**src/gpte_pkg.sv**
```systemverilog
// Constants and types for the gauge peak and runout evaluator.
// Assumes one 250 MHz system clock and AHB-Lite register access.
package gpte_pkg;

	// ----------------------------------------
	// Sizes
	// ----------------------------------------
	localparam int NCHK = 4;
	localparam int W = 16;
	localparam int CW = 2;

	// ----------------------------------------
	// Modes and states
	// ----------------------------------------
	typedef enum logic [2:0] {
		GPTE_FN_BYPASS = 3'h0,
		GPTE_FN_AVG = 3'h1,
		GPTE_FN_MAX = 3'h2,
		GPTE_FN_MIN = 3'h3,
		GPTE_FN_LIMIT = 3'h4,
		GPTE_FN_RUNOUT = 3'h5
	} gpte_func_t;

	typedef enum logic [1:0] {
		GPTE_PG_SINGLE = 2'h0,
		GPTE_PG_MULTI = 2'h1,
		GPTE_PG_FIXTURE = 2'h2
	} gpte_prog_t;

	typedef enum logic [1:0] {
		GPTE_ST_IN = 2'h0,
		GPTE_ST_OVER = 2'h1,
		GPTE_ST_UNDER = 2'h2
	} gpte_stat_t;

	typedef enum logic [1:0] {
		GPTE_MN_RUN = 2'h0,
		GPTE_MN_PROMPT = 2'h1,
		GPTE_MN_SEND = 2'h2
	} gpte_menu_t;

	// ----------------------------------------
	// Register map
	// ----------------------------------------
	localparam logic [7:0] GPTE_OFF_CTRL = 8'h00;
	localparam logic [7:0] GPTE_OFF_ARST = 8'h04;
	localparam logic [7:0] GPTE_OFF_LIMIT = 8'h08;
	localparam logic [7:0] GPTE_OFF_SCALE = 8'h0c;
	localparam logic [7:0] GPTE_OFF_VIEW = 8'h10;
	localparam logic [7:0] GPTE_OFF_CMD = 8'h14;

	localparam int GPTE_CTRL_FN_LSB = 0;
	localparam int GPTE_CTRL_PG_LSB = 4;
	localparam int GPTE_CTRL_AUTO_BIT = 8;
	localparam int GPTE_CTRL_NCHK_LSB = 10;
	localparam int GPTE_LIMIT_HI_LSB = 16;
	localparam int GPTE_VIEW_CHK_LSB = 16;
	localparam int GPTE_VIEW_ST_LSB = 18;
	localparam int GPTE_VIEW_MN_LSB = 20;
	localparam int GPTE_CMD_CLR_BIT = 0;

	localparam logic [31:0] GPTE_CTRL_RST = 32'h0000_0c00;
	localparam logic [31:0] GPTE_ARST_RST = 32'h0001_0000;
	localparam logic [31:0] GPTE_LIMIT_RST = 32'h0100_ff00;
	localparam logic [1:0] GPTE_SCALE_RST = 2'h0;

	localparam logic [1:0] GPTE_HTRANS_NONSEQ = 2'h2;
	localparam logic [2:0] GPTE_HSIZE_WORD = 3'h2;

endpackage : gpte_pkg

```
**src/gpte_eval.sv**
```systemverilog
// Run-mode evaluator for a multi-input gauge column: peaks, runout,
// limit window, check selection and record offload.
// Assumes operator inputs are one-cycle pulses synchronous to clock_i.
//
// Functional notes
// - Max hold shows largest reading since last reset command.
// - Min hold shows smallest reading since last reset command.
// - Runout shows running maximum minus running minimum since reset.
// - Configurable automatic reset clears peaks without operator press.
// - Six functions: bypass, average, max, min, limit window, runout.
// - Bypass shows the live reading continuously.
// - Each selector step without a press in the run menu changes the shown check when two or more.
// - Limit window shows average when inside limits.
// - Limit window shows both peaks when outside limits.
// - First press shows offload prompt, second press starts sending.
// - Single and multi-check programs send every defined check.
// - Multi-fixture programs send only the shown reading.
// - Foot pedal acts as the selector press for offload.
// - Record holds name, result, scale, status and class.
// - Single-check program allows only bypass, max, min, runout.
`timescale 1ns/1ns
`default_nettype none
module gpte_eval
	import gpte_pkg::*;
(
	// Clock and reset
	input wire logic clock_i,
	input wire logic rst_n_i,
	// AHB-Lite slave
	input wire logic hsel_i,
	input wire logic [31:0] haddr_i,
	input wire logic [1:0] htrans_i,
	input wire logic hwrite_i,
	input wire logic [2:0] hsize_i,
	input wire logic [31:0] hwdata_i,
	input wire logic hready_i,
	output logic [31:0] hrdata_o,
	output logic hreadyout_o,
	output logic hresp_o,
	// Gauge readings and operator
	input wire logic [NCHK*W-1:0] reading_i,
	input wire logic hold_reset_i,
	input wire logic rotate_step_i,
	input wire logic select_press_i,
	input wire logic foot_pedal_i,
	// Display
	output logic [W-1:0] disp_value_o,
	output logic [W-1:0] disp_aux_o,
	output logic disp_dual_o,
	output logic [CW-1:0] disp_check_o,
	output logic [1:0] disp_status_o,
	output logic offload_prompt_o,
	// Offload records
	output logic rec_valid_o,
	input wire logic rec_ready_i,
	output logic [CW-1:0] rec_check_o,
	output logic [W-1:0] rec_result_o,
	output logic [1:0] rec_scale_o,
	output logic [1:0] rec_status_o,
	output logic [1:0] rec_class_o,
	output logic rec_class_vld_o,
	output logic rec_last_o
);
	// ----------------------------------------
	// Evaluation functions
	// ----------------------------------------
	function automatic logic signed [W-1:0] avg_of(input logic signed [W-1:0] mx,
		input logic signed [W-1:0] mn);
		logic signed [W:0] s;
		s = {mx[W-1], mx} + {mn[W-1], mn};
		return s[W:1];
	endfunction : avg_of

	function automatic logic outside(input logic signed [W-1:0] mx,
		input logic signed [W-1:0] mn, input logic signed [W-1:0] hi,
		input logic signed [W-1:0] lo);
		return (mx > hi) || (mn < lo);
	endfunction : outside

	// Result value of one check under a function
	function automatic logic signed [W-1:0] eval_of(input gpte_func_t fn,
		input logic signed [W-1:0] lv, input logic signed [W-1:0] mx,
		input logic signed [W-1:0] mn, input logic out);
		logic signed [W-1:0] r;
		r = lv;
		unique case (fn)
			GPTE_FN_BYPASS: r = lv;
			GPTE_FN_AVG: r = avg_of(mx, mn);
			GPTE_FN_MAX: r = mx;
			GPTE_FN_MIN: r = mn;
			GPTE_FN_LIMIT: r = out ? mx : avg_of(mx, mn);
			GPTE_FN_RUNOUT: r = W'(mx - mn);
			default: r = lv;
		endcase
		return r;
	endfunction : eval_of

	function automatic gpte_stat_t stat_of(input logic signed [W-1:0] v,
		input logic signed [W-1:0] mn, input logic peaks,
		input logic signed [W-1:0] hi, input logic signed [W-1:0] lo);
		gpte_stat_t st;
		st = GPTE_ST_IN;
		if (v > hi) begin
			st = GPTE_ST_OVER;
		end else if ((peaks ? mn : v) < lo) begin
			st = GPTE_ST_UNDER;
		end
		return st;
	endfunction : stat_of

	// ----------------------------------------
	// Registers and bus slave
	// ----------------------------------------
	logic [31:0] ctrl_q;
	logic [31:0] arst_q;
	logic [31:0] limit_q;
	logic [1:0] scale_q;
	logic [31:0] hrdata_q;
	logic wr_pend_q;
	logic [7:0] wr_addr_q;
	logic sw_clr_q;
	logic [31:0] arst_cnt_q;
	logic [CW-1:0] sel_q;
	gpte_menu_t menu_q;

	wire acc = hsel_i && hready_i && (htrans_i == GPTE_HTRANS_NONSEQ);
	wire acc_wr = acc && hwrite_i && (hsize_i == GPTE_HSIZE_WORD);
	wire acc_rd = acc && !hwrite_i;
	wire [7:0] ra = haddr_i[7:0];
	wire hit_ctrl = wr_pend_q && (wr_addr_q == GPTE_OFF_CTRL);
	wire hit_arst = wr_pend_q && (wr_addr_q == GPTE_OFF_ARST);
	wire hit_limit = wr_pend_q && (wr_addr_q == GPTE_OFF_LIMIT);
	wire hit_scale = wr_pend_q && (wr_addr_q == GPTE_OFF_SCALE);
	wire hit_cmd = wr_pend_q && (wr_addr_q == GPTE_OFF_CMD);

	// Illegal function for a single-check program falls back to bypass
	wire [2:0] wr_fn = hwdata_i[GPTE_CTRL_FN_LSB +: 3];
	wire [1:0] wr_pg = hwdata_i[GPTE_CTRL_PG_LSB +: 2];
	wire fn_bad = (wr_fn > GPTE_FN_RUNOUT) || ((wr_pg == GPTE_PG_SINGLE) &&
		((wr_fn == GPTE_FN_AVG) || (wr_fn == GPTE_FN_LIMIT)));
	wire [2:0] fn_new = fn_bad ? GPTE_FN_BYPASS : wr_fn;
	wire [31:0] ctrl_d = {hwdata_i[31:3], fn_new};

	gpte_func_t fn;
	gpte_prog_t pg;
	assign fn = gpte_func_t'(ctrl_q[GPTE_CTRL_FN_LSB +: 3]);
	assign pg = gpte_prog_t'(ctrl_q[GPTE_CTRL_PG_LSB +: 2]);
	wire auto_en = ctrl_q[GPTE_CTRL_AUTO_BIT];
	wire [CW-1:0] ncm1 = ctrl_q[GPTE_CTRL_NCHK_LSB +: CW];
	wire signed [W-1:0] hi = limit_q[GPTE_LIMIT_HI_LSB +: W];
	wire signed [W-1:0] lo = limit_q[W-1:0];

	always_ff @(posedge clock_i or negedge rst_n_i) begin
		if (!rst_n_i) begin
			wr_pend_q <= 1'b0;
			wr_addr_q <= 8'h00;
		end else begin
			wr_pend_q <= acc_wr;
			wr_addr_q <= ra;
		end
	end

	always_ff @(posedge clock_i or negedge rst_n_i) begin
		if (!rst_n_i) begin
			ctrl_q <= GPTE_CTRL_RST;
			arst_q <= GPTE_ARST_RST;
			limit_q <= GPTE_LIMIT_RST;
			scale_q <= GPTE_SCALE_RST;
			sw_clr_q <= 1'b0;
		end else begin
			if (hit_ctrl) ctrl_q <= ctrl_d;
			if (hit_arst) arst_q <= hwdata_i;
			if (hit_limit) limit_q <= hwdata_i;
			if (hit_scale) scale_q <= hwdata_i[1:0];
			sw_clr_q <= hit_cmd && hwdata_i[GPTE_CMD_CLR_BIT];
		end
	end

	// ----------------------------------------
	// Peak trackers and hold clearing
	// ----------------------------------------
	// Auto reset period counts clocks; it restarts on every clear
	wire arst_hit = auto_en && (arst_cnt_q >= arst_q - 32'h1);
	wire hold_clr = hold_reset_i || sw_clr_q || arst_hit;

	always_ff @(posedge clock_i or negedge rst_n_i) begin
		if (!rst_n_i) begin
			arst_cnt_q <= 32'h0;
		end else begin
			arst_cnt_q <= (hold_clr || !auto_en) ? 32'h0 : arst_cnt_q + 32'h1;
		end
	end

	logic signed [W-1:0] live_w [NCHK];
	logic signed [W-1:0] max_w [NCHK];
	logic signed [W-1:0] min_w [NCHK];

	for (genvar g = 0; g < NCHK; g++) begin : g_trk
		assign live_w[g] = reading_i[g*W +: W];
		gpte_peak_track u_trk (
			.clock_i(clock_i),
			.rst_n_i(rst_n_i),
			.live_i(live_w[g]),
			.clear_i(hold_clr),
			.max_o(max_w[g]),
			.min_o(min_w[g])
		);
	end

	// ----------------------------------------
	// Display path
	// ----------------------------------------
	wire signed [W-1:0] s_live = live_w[sel_q];
	wire signed [W-1:0] s_max = max_w[sel_q];
	wire signed [W-1:0] s_min = min_w[sel_q];
	wire s_out = outside(s_max, s_min, hi, lo);
	wire s_dual = (fn == GPTE_FN_LIMIT) && s_out;
	wire signed [W-1:0] s_val = eval_of(fn, s_live, s_max, s_min, s_out);
	gpte_stat_t s_st;
	assign s_st = stat_of(s_val, s_min, s_dual, hi, lo);

	logic [W-1:0] disp_value_q;
	logic [W-1:0] disp_aux_q;
	logic disp_dual_q;
	logic [1:0] disp_st_q;

	always_ff @(posedge clock_i or negedge rst_n_i) begin
		if (!rst_n_i) begin
			disp_value_q <= '0;
			disp_aux_q <= '0;
			disp_dual_q <= 1'b0;
			disp_st_q <= GPTE_ST_IN;
		end else begin
			disp_value_q <= s_val;
			disp_aux_q <= s_dual ? s_min : s_val;
			disp_dual_q <= s_dual;
			disp_st_q <= s_st;
		end
	end

	// ----------------------------------------
	// Selector and offload menu
	// ----------------------------------------
	// Pedal stands in for the selector press in the offload menu
	wire press = select_press_i || foot_pedal_i;
	logic [CW-1:0] idx_q;
	logic rec_valid_q;
	wire fixture = (pg == GPTE_PG_FIXTURE);
	wire idx_last = fixture || (idx_q == ncm1);
	wire rec_take = rec_valid_q && rec_ready_i;
	wire go_send = (menu_q == GPTE_MN_PROMPT) && press;
	wire next_rec = rec_take && !idx_last;
	wire [CW-1:0] ld_idx = go_send ? (fixture ? sel_q : '0) : idx_q + CW'(1);
	wire ld = go_send || next_rec;

	always_ff @(posedge clock_i or negedge rst_n_i) begin
		if (!rst_n_i) begin
			menu_q <= GPTE_MN_RUN;
			sel_q <= '0;
		end else begin
			unique case (menu_q)
				GPTE_MN_RUN: begin
					if (press) begin
						menu_q <= GPTE_MN_PROMPT;
					end else if (rotate_step_i && ncm1 != '0) begin
						sel_q <= (sel_q >= ncm1) ? '0 : sel_q + CW'(1);
					end
				end
				GPTE_MN_PROMPT: begin
					if (press) menu_q <= GPTE_MN_SEND;
				end
				GPTE_MN_SEND: begin
					if (rec_take && idx_last) menu_q <= GPTE_MN_RUN;
				end
				default: menu_q <= GPTE_MN_RUN;
			endcase
		end
	end

	// Record fields are frozen while a record waits for the receiver
	wire signed [W-1:0] r_max = max_w[ld_idx];
	wire signed [W-1:0] r_min = min_w[ld_idx];
	wire r_out = outside(r_max, r_min, hi, lo);
	wire signed [W-1:0] r_val = eval_of(fn, live_w[ld_idx], r_max, r_min, r_out);
	gpte_stat_t r_st;
	assign r_st = stat_of(r_val, r_min, (fn == GPTE_FN_LIMIT) && r_out, hi, lo);
	logic [W-1:0] rec_val_q;
	logic [1:0] rec_st_q;
	logic [1:0] rec_scale_q;
	logic rec_cls_q;

	always_ff @(posedge clock_i or negedge rst_n_i) begin
		if (!rst_n_i) begin
			idx_q <= '0;
			rec_valid_q <= 1'b0;
			rec_val_q <= '0;
			rec_st_q <= GPTE_ST_IN;
			rec_scale_q <= GPTE_SCALE_RST;
			rec_cls_q <= 1'b0;
		end else begin
			if (ld) begin
				idx_q <= ld_idx;
				rec_val_q <= r_val;
				rec_st_q <= r_st;
				rec_scale_q <= scale_q;
				rec_cls_q <= (fn == GPTE_FN_LIMIT);
			end
			rec_valid_q <= ld || (rec_valid_q && !rec_ready_i);
		end
	end

	// ----------------------------------------
	// Outputs
	// ----------------------------------------
	always_ff @(posedge clock_i or negedge rst_n_i) begin
		if (!rst_n_i) begin
			hrdata_q <= 32'h0;
		end else if (acc_rd) begin
			unique case (ra)
				GPTE_OFF_CTRL: hrdata_q <= ctrl_q;
				GPTE_OFF_ARST: hrdata_q <= arst_q;
				GPTE_OFF_LIMIT: hrdata_q <= limit_q;
				GPTE_OFF_SCALE: hrdata_q <= {30'h0, scale_q};
				GPTE_OFF_VIEW: hrdata_q <= {10'h0, menu_q, disp_st_q, sel_q, disp_value_q};
				default: hrdata_q <= 32'h0;
			endcase
		end
	end

	assign hrdata_o = hrdata_q;
	assign hreadyout_o = 1'b1;
	assign hresp_o = 1'b0;
	assign disp_value_o = disp_value_q;
	assign disp_aux_o = disp_aux_q;
	assign disp_dual_o = disp_dual_q;
	assign disp_check_o = sel_q;
	assign disp_status_o = disp_st_q;
	assign offload_prompt_o = (menu_q == GPTE_MN_PROMPT);
	assign rec_valid_o = rec_valid_q;
	assign rec_check_o = idx_q;
	assign rec_result_o = rec_val_q;
	assign rec_scale_o = rec_scale_q;
	assign rec_status_o = rec_st_q;
	assign rec_class_o = rec_cls_q ? rec_st_q : 2'h0;
	assign rec_class_vld_o = rec_cls_q;
	assign rec_last_o = idx_last;
endmodule : gpte_eval
`default_nettype wire

```
**src/gpte_peak_track.sv**
```systemverilog
// Running maximum and minimum of one live check reading.
// Assumes the clear strobe is a one-cycle pulse in the same clock domain.
`timescale 1ns/1ns
`default_nettype none
module gpte_peak_track
	import gpte_pkg::*;
(
	// Clock and reset
	input wire logic clock_i,
	input wire logic rst_n_i,
	// Reading and control
	input wire logic signed [W-1:0] live_i,
	input wire logic clear_i,
	// Peaks
	output logic signed [W-1:0] max_o,
	output logic signed [W-1:0] min_o
);
	logic signed [W-1:0] max_q;
	logic signed [W-1:0] min_q;
	logic signed [W-1:0] max_d;
	logic signed [W-1:0] min_d;

	// Clear restarts both peaks at the present reading
	assign max_d = clear_i ? live_i : ((live_i > max_q) ? live_i : max_q);
	assign min_d = clear_i ? live_i : ((live_i < min_q) ? live_i : min_q);

	always_ff @(posedge clock_i or negedge rst_n_i) begin
		if (!rst_n_i) begin
			max_q <= '0;
			min_q <= '0;
		end else begin
			max_q <= max_d;
			min_q <= min_d;
		end
	end

	assign max_o = max_q;
	assign min_o = min_q;
endmodule : gpte_peak_track
`default_nettype wire

```
**config.mk**
```make
export PLATFORM = sky130hd
export DESIGN_NAME = gpte_eval
export DESIGN_NICKNAME = d
export VERILOG_FILES = /design/src/gpte_pkg.sv /design/src/gpte_eval.sv /design/src/gpte_peak_track.sv
export SDC_FILE = /design/constraint.sdc
export NUM_CORES = 1
export LEC_CHECK = 0
export BUFFER_PORTS_ARGS = -buffer_cell sky130_fd_sc_hd__buf_2
export CAP_MARGIN = 30
export CORE_ASPECT_RATIO = 2
export CORE_MARGIN = 3
export CORE_UTILIZATION = 35
export DETAILED_ROUTE_END_ITERATION = 7
export PLACE_DENSITY = 0.6
export SETUP_SLACK_MARGIN = 0.15
export SYNTH_ARGS = -nofsm -noshare
export SYNTH_HDL_FRONTEND = slang
export SYNTH_SLANG_ARGS = --single-unit
```
**constraint.sdc**
```tcl
create_clock -name clock_i -period 6.3 [get_ports clock_i]
set_input_delay 0.315 -clock clock_i [delete_from_list [all_inputs] [get_ports clock_i]]
set_output_delay 0.315 -clock clock_i [all_outputs]
set_load 0.005 [all_outputs]
```
* After elaboration in Yosys (flattened, before gate mapping)
Cells that the tools add are included.
Word-level totals: register bits after elaboration 363, input bits 143, output and inout port bits 99, logic and storage cells 191
Operators by class: add/sub/neg operators 8, order comparisons 21, eq/ne operators 24, muxes and demuxes 55, bitwise gates (word level) 3, reduce and logical (&&, ||, !) cells 51
Operator list (number):
- two-way mux 16 bit | 32
- binary-select mux 16 bit (select 2 bit) | 6
- case mux 16 bit (5 select lines) | 2
- case mux 32 bit (5 select lines) | 1
- greater-than comparator 16 bit | 8
- < comparator 16 bit | 8
- adder 16 x 16 -> 17 bit | 2
- adder 32 x 1 -> 32 bit, second input constant | 1
- equality test 8 x 4 -> 1 bit, second input constant | 4
- >= comparator 32 bit | 1
- two-way mux 32 bit | 1
- subtractor 16 bit | 2
- subtractor 32 x 1 -> 32 bit, second input constant | 1
- two-way mux 2 bit | 11
- logical AND 1 bit | 21
- nonzero test 2 bit | 9
- equality test 8 x 3 -> 1 bit, second input constant | 2
- equality test 8 x 5 -> 1 bit, second input constant | 2
- logical NOT 8 bit | 2
- logical OR 1 bit | 11
- equality test 3 x 2 -> 1 bit, second input constant | 3
- equality test 3 bit, second input constant | 3
- equality test 2 bit, second input constant | 3
- equality test 3 x 1 -> 1 bit, second input constant | 2
- 15 further kinds | 24

* Logic depth before layout (Yosys ltp)
depth after elaboration 15, gate-level depth with buffers 33, mapped depth without buffers 30

* Hierarchy
Synthesis repeated with hierarchy kept, for this count alone.
Second synthesis, totals: cells, all modules 2988, area total of the unflattened synthesis 29555.8 µm²
Modules (own cells, without submodules):
- gpte_eval | instances 1, cells each 2252, area each 21192.8 µm²
- gpte_peak_track | instances 4, cells each 184, area each 2090.8 µm²

* Worst setup path before layout
OpenSTA, ideal clock, no wires.
kind reg2reg, start point register menu_q[1], end point register rec_st_q[1], in the netlist rec_status_o[1], arrival time 6.158 ns, data required time 6.201 ns, setup slack 0.042 ns, stages on the path, launching flop included 29, path buffers 3, path through dfrtp_1 nand2b_2 o21ai_2 a21boi_1 buf_2 buf_2 buf_4 mux4_2 ha_1 or4_1 a221o_1 o22ai_1 nand4b_1 o211ai_1 o21a_1 nand2_2 a31o_1 a222oi_1 o31ai_1 ha_1 a21o_1 a21o_1 a21oi_1 nor2b_1 o21ai_0 nand4_1 nor4b_1 o221ai_1 a311oi_1
Between the ends: longest elaborated chain between the ends 15, elaborated cells between the ends (all ways) 27, those cells by class add/sub: 2; order compare: 4; eq/ne: 1; mux: 15; bitwise: 1; reduce/logical: 4
Ends and longest elaborated chain:
- from (decl) | RTL line gpte_eval.sv:124 | gpte_menu_t menu_q;
- from (signal assigned) | RTL line gpte_eval.sv:258 | menu_q <= GPTE_MN_RUN;
- from (signal assigned) | RTL line gpte_eval.sv:264 | menu_q <= GPTE_MN_PROMPT;
- from (signal assigned) | RTL line gpte_eval.sv:270 | if (press) menu_q <= GPTE_MN_SEND;
- equality test 2 x 1 -> 1 bit (*) | RTL line gpte_eval.sv:251 | wire go_send = (menu_q == GPTE_MN_PROMPT) && press;
- logical AND 1 bit (*) | RTL line gpte_eval.sv:251
- two-way mux 2 bit | RTL line gpte_eval.sv:253 | wire [CW-1:0] ld_idx = go_send ? (fixture ? sel_q : '0) : idx_q + CW'(1);
- NOT 2 -> 3 bit (implied by the code) | RTL line gpte_eval.sv:281, gpte_eval.sv:282, gpte_eval.sv:284
- binary-select mux 16 bit (select 2 bit), on equally long branches | RTL line gpte_eval.sv:281, gpte_eval.sv:282
- two-way mux 16 bit, on equally long branches (2 in series) | RTL line gpte_eval.sv:281, gpte_eval.sv:282
- greater-than comparator 16 bit or < comparator 16 bit (tied branches) | RTL line gpte_eval.sv:77 | return (mx > hi) || (mn < lo);
- logical OR 1 bit | RTL line gpte_eval.sv:77
- two-way mux 16 bit | RTL line gpte_eval.sv:91 | GPTE_FN_LIMIT: r = out ? mx : avg_of(mx, mn);
- case mux 16 bit (5 select lines) | RTL line gpte_eval.sv:86 | unique case (fn)
- two-way mux 16 bit | RTL line gpte_eval.sv:105 | end else if ((peaks ? mn : v) < lo) begin
- < comparator 16 bit | RTL line gpte_eval.sv:105
- two-way mux 2 bit | RTL line gpte_eval.sv:105
- two-way mux 2 bit | RTL line gpte_eval.sv:103 | if (v > hi) begin
- to (signal assigned) | RTL line gpte_eval.sv:304 | rec_st_q <= r_st;
- to (decl) | RTL line gpte_eval.sv:288 | logic [1:0] rec_st_q;
Every way passes the cells marked *; elsewhere a longest branch is shown, timed or not. The select of a mux whose other input is x is not followed. A chain may end at the register's enable or synchronous reset.

* Worst setup path after layout
start point register menu_q[1], end point register rec_st_q[1], in the netlist rec_status_o[1]
Between the ends: longest elaborated chain between the ends 15, elaborated cells between the ends (all ways) 27, those cells by class add/sub: 2; order compare: 4; eq/ne: 1; mux: 15; bitwise: 1; reduce/logical: 4
Ends and longest elaborated chain:
- equality test 2 x 1 -> 1 bit (*) | RTL line gpte_eval.sv:251
- logical AND 1 bit (*) | RTL line gpte_eval.sv:251
- two-way mux 2 bit (*) | RTL line gpte_eval.sv:253
- NOT 2 -> 3 bit (implied by the code) (*) | RTL line gpte_eval.sv:281, gpte_eval.sv:282, gpte_eval.sv:284
- binary-select mux 16 bit (select 2 bit), on equally long branches | RTL line gpte_eval.sv:281, gpte_eval.sv:282
- two-way mux 16 bit, on equally long branches (2 in series) | RTL line gpte_eval.sv:281, gpte_eval.sv:282
- greater-than comparator 16 bit or < comparator 16 bit (tied branches) | RTL line gpte_eval.sv:77
- logical OR 1 bit | RTL line gpte_eval.sv:77
- two-way mux 16 bit | RTL line gpte_eval.sv:91
- case mux 16 bit (5 select lines) (*) | RTL line gpte_eval.sv:86
- via r_val[10] | RTL line gpte_eval.sv:284 | wire signed [W-1:0] r_val = eval_of(fn, live_w[ld_idx], r_max, r_min, r_out);
- two-way mux 16 bit | RTL line gpte_eval.sv:105
- < comparator 16 bit | RTL line gpte_eval.sv:105
- two-way mux 2 bit | RTL line gpte_eval.sv:105
- two-way mux 2 bit (*) | RTL line gpte_eval.sv:103
The timed path passes the listed nets; every way through them passes the cells marked *. The select of a mux whose other input is x is not followed.

==> summary.md <==
| Metric | Value |
|---|---|
| GRT busiest layer | met2 |
| Seq/Total Area, Yosys | a little under a third |
| Syn Area/Cell | between 9 and 10 um2 |
| Post-DR wirelength/cell | between 20 and 30 um |
| Failing checks | setup timing |
| Final TNS setup | -0.02178 ns |
| Final worst slack | -0.01550 ns |
| MaxCap Viol Count | 0 |
| HP Class | input port to flop |
| Site row count | 147 |
| Met1 GRT Util | a little over a quarter |
| CP top delay family | compound AO/OA/AOI/OAI gates |
| Via-per-instance ratio | roughly 5.8 |
| Switch Pwr | around 12 mW |
| Commonest non-fill, non-tap cells in the layout | 391 x buf_4, 349 x dfrtp_1, 340 x ha_1 |
| Crit-path max FO | 7 |
| Routed Antenna Nets | 0 |
| Top cell type's share of synthesized area | between 30% and 40% |
| Leakage power total | 17.46 nW |
| Synth warn | 0 |
| Area Overhead vs Synth | 26.52% |
| Via count | around 27,000 |
| Worst Tran Pin Value | around 0.99 ns |
| Synth Cell Area | between 20,000 and 30,000 um2 |
| Placed Area | between 30,000 and 40,000 um2 |
| Most common cell on crit path | buf_6 |
| Ys async rst share | between 90% and 100% |
| Clock Skew | about 0.036 ns |
| CP max stage delay | around 0.54 ns |
| RSZ-0062 raised after global routing | yes |
| Cell area after layout | approximately 36,000 um2 |
| Max Clk Rate | roughly 0.16 GHz |
| Pwr Total | approximately 25 mW |
| Hold Fails Final Rpt | 0 |
| Share of post-route cells with drive strength above 1 | 31.25% |
| First-pass GRT wire length | 178,100 um |
| Leading cell type in the layout, fill and taps excluded | buf_4 |
| Largest net degree at the start of global routing | 143 |
| Core area | 80,740 um2 |
| R2r setup slk | -0.02 ns |
| Clk_lat worst skew | 0.62 ns |
| Initial antenna violation count | 18 |
| GRT Util Overall | roughly 28% |
| Gate count of the mapped netlist | around 3,000 |
| Seq pwr share | approximately 14% |
| Tmin final | about 6.3 ns |
| Die outline area | about 86,000 um2 |
| CP endpoint kind | flop |
| Number of max-slew violations in the final report | 0 |
| Hold slack | 0.008783 ns |
| Gpl congestion | approximately 1.0 |
| Startpoint types | flop |
| Max Root-Sink Buffers | 3 |
| CTS clk-pin slew, worst paths | approximately 0.080 ns |
| Slew margin rel. | 33.95% |
| Num ports | between 200 and 250 |
| Vias in the first global route | between 20,000 and 30,000 |
| Syn Nets | roughly 3,500 |
| CTS tree | yes |
| WP buf/inv | 9 |
| Fin crit share | 100.2% |
| Grt total ovfl | 0 |
| CP required | ~6.8 ns |
| Die height | ~410 um |
| Port-buffer cells | 215 |
| Arrival time at the worst endpoint | just under 7 ns |
| Number of synthesized flops with an enable pin | 0 |
| GR Util met2 | ~50% |
| H-tree depth | 2 |
| Clock root buffer | clkbuf_16 |
| Clock sink count | between 300 and 400 |
| Internal | between 10 and 15 mW |
| Power share of the combinational group | 74.7% |
| Initial core utilization | around 35% |
| DP HPWL | between 100,000 and 150,000 um |
| Peak supply drop | approximately 310 uV |
| Critical path's slowest cell | mux4_2 |
| Type of the worst setup path | flop to flop |
| Routed WL | between 100,000 and 150,000 um |
| Num CTS Buffers | 40 |
| Sw frac | roughly 48% |
| M3 GR Usage | 4.790% |
| Drt pass-1 iters | 6 |
| Clk pwr share | between 10% and 20% |
| Initial drt markers | 1,685 |
| Unique masters post-synth | 100 |
| Die span in x | between 200 and 250 um |
| Status | finished, violations left |
| Post-synth top area cell | dfrtp_1 |
| Setup violations, final | 2 |
| Power density over the cells | just under 700 nW/um2 |
| Ranking of synthesized cells by area | dfrtp_1 31%, ha_1 15%, mux2_2 8.6% |
| Prevailing post-synth register cell | dfrtp_1 |
| Seq cells post-synth | roughly 360 |
| Post-Place Setup Slack | -0.5092 ns |
| Final nets | 4,074 |
| Post-route DRC | 0 |
==> flip-flops by register name (all words and copies together), names as in the netlist, 8 cells and up <==
register / count
rec_result_o: 16
ctrl_q: 32
arst_cnt_q: 32
disp_value_o: 16
limit_q: 32
disp_aux_o: 16
hrdata_o: 32
wr_addr_q: 8
g_trk.u_trk.min_o: 64
g_trk.u_trk.max_o: 64
arst_q: 32
==> layer usage <==
layer  wire length (um)  part of all wire, %  vias up
met1              39900                   33    13170
met5                134                 0.11        -
met4              14660                   12       22
met3               6391                  5.2      518
li1                   -                    -    12070
met2              61650                   50     1119
==> worst min-delay path: stages <==
cell	delay (ns)
buf_2	0.12
nand2_1	0.05
o21ai_0	0.07
==> power groups by stage <==
stage,clock (mW),sequential (mW),combinational [mW]
2_1_floorplan,0,3.28,9.62
3_3_place_gp,0,3.53,17.1
3_5_place_dp,0,3.55,17.2
4_1_cts,2.75,3.51,18.0
5_1_grt,2.82,3.57,19.6
6_report,2.69,3.52,18.4
==> what timing repair did <==
item | 4_1_cts | 5_1_grt
hold endpoints to repair | 159 | 0
pin swaps | 31 | 31
setup buffers | 16 | 8
endpoints found under the setup margin | 4 | 4
hold buffers | 41 | 0
gates cloned | 1 | 0
gates resized for setup | 61 | 28
==> stage by stage <==
stage / utilization [%] / instances
floorplan: - / 2986
CTS: 44.67 / 4648
global placement: 41.78 / 4515
finish: 44.90 / 4663
global route: 44.88 / 4657
detailed placement: 41.80 / 4516
==> final cells by class <==
type,count,area (um2)
multi-input combinational,2249,18510
fill,7899,44490
inverter,252,945.9
antenna,7,17.52
sequential,363,9104
timing repair buffer,675,4906
tap,1043,1305
clock inverter,22,337.8
clock buffer,52,1127
==> logic make-up after synthesis <==
group,synth area share [%]
AO/OA/AOI/OAI,16.39
XOR/XNOR,3.301
adder cells (fa/ha/maj),15.39
buffers and inverters,5.017
flip-flops,31.76
multiplexers,15.19
other,0.02621
AND/OR/NAND/NOR,12.93
==> synth_stat cells (68+ instances only) <==
library cell / count
a21oi_1: 194
ha_1: 346
inv_1: 248
nand2_1: 245
xnor2_1: 72
mux4_2: 75
nand3_1: 68
o21ai_0: 184
dfrtp_1: 351
mux2_2: 220
clkbuf_1: 90
a21o_1: 81
nor2_1: 178
==> final timing paths <==
check	start	end	cells past startpoint
max reg2reg	menu_q[1]	rec_status_o[1]	31
max	menu_q[1]	rec_status_o[1]	31
min	hwdata_i[23]	limit_q[23]	3
min in group asynchronous	rst_n_i	g_trk[1].u_trk.min_o[1]	2
min reg2reg	rec_scale_o[0]	rec_scale_o[0]	2
max in group asynchronous	rst_n_i	hrdata_o[28]	3
(Power assumes the default switching activity.)
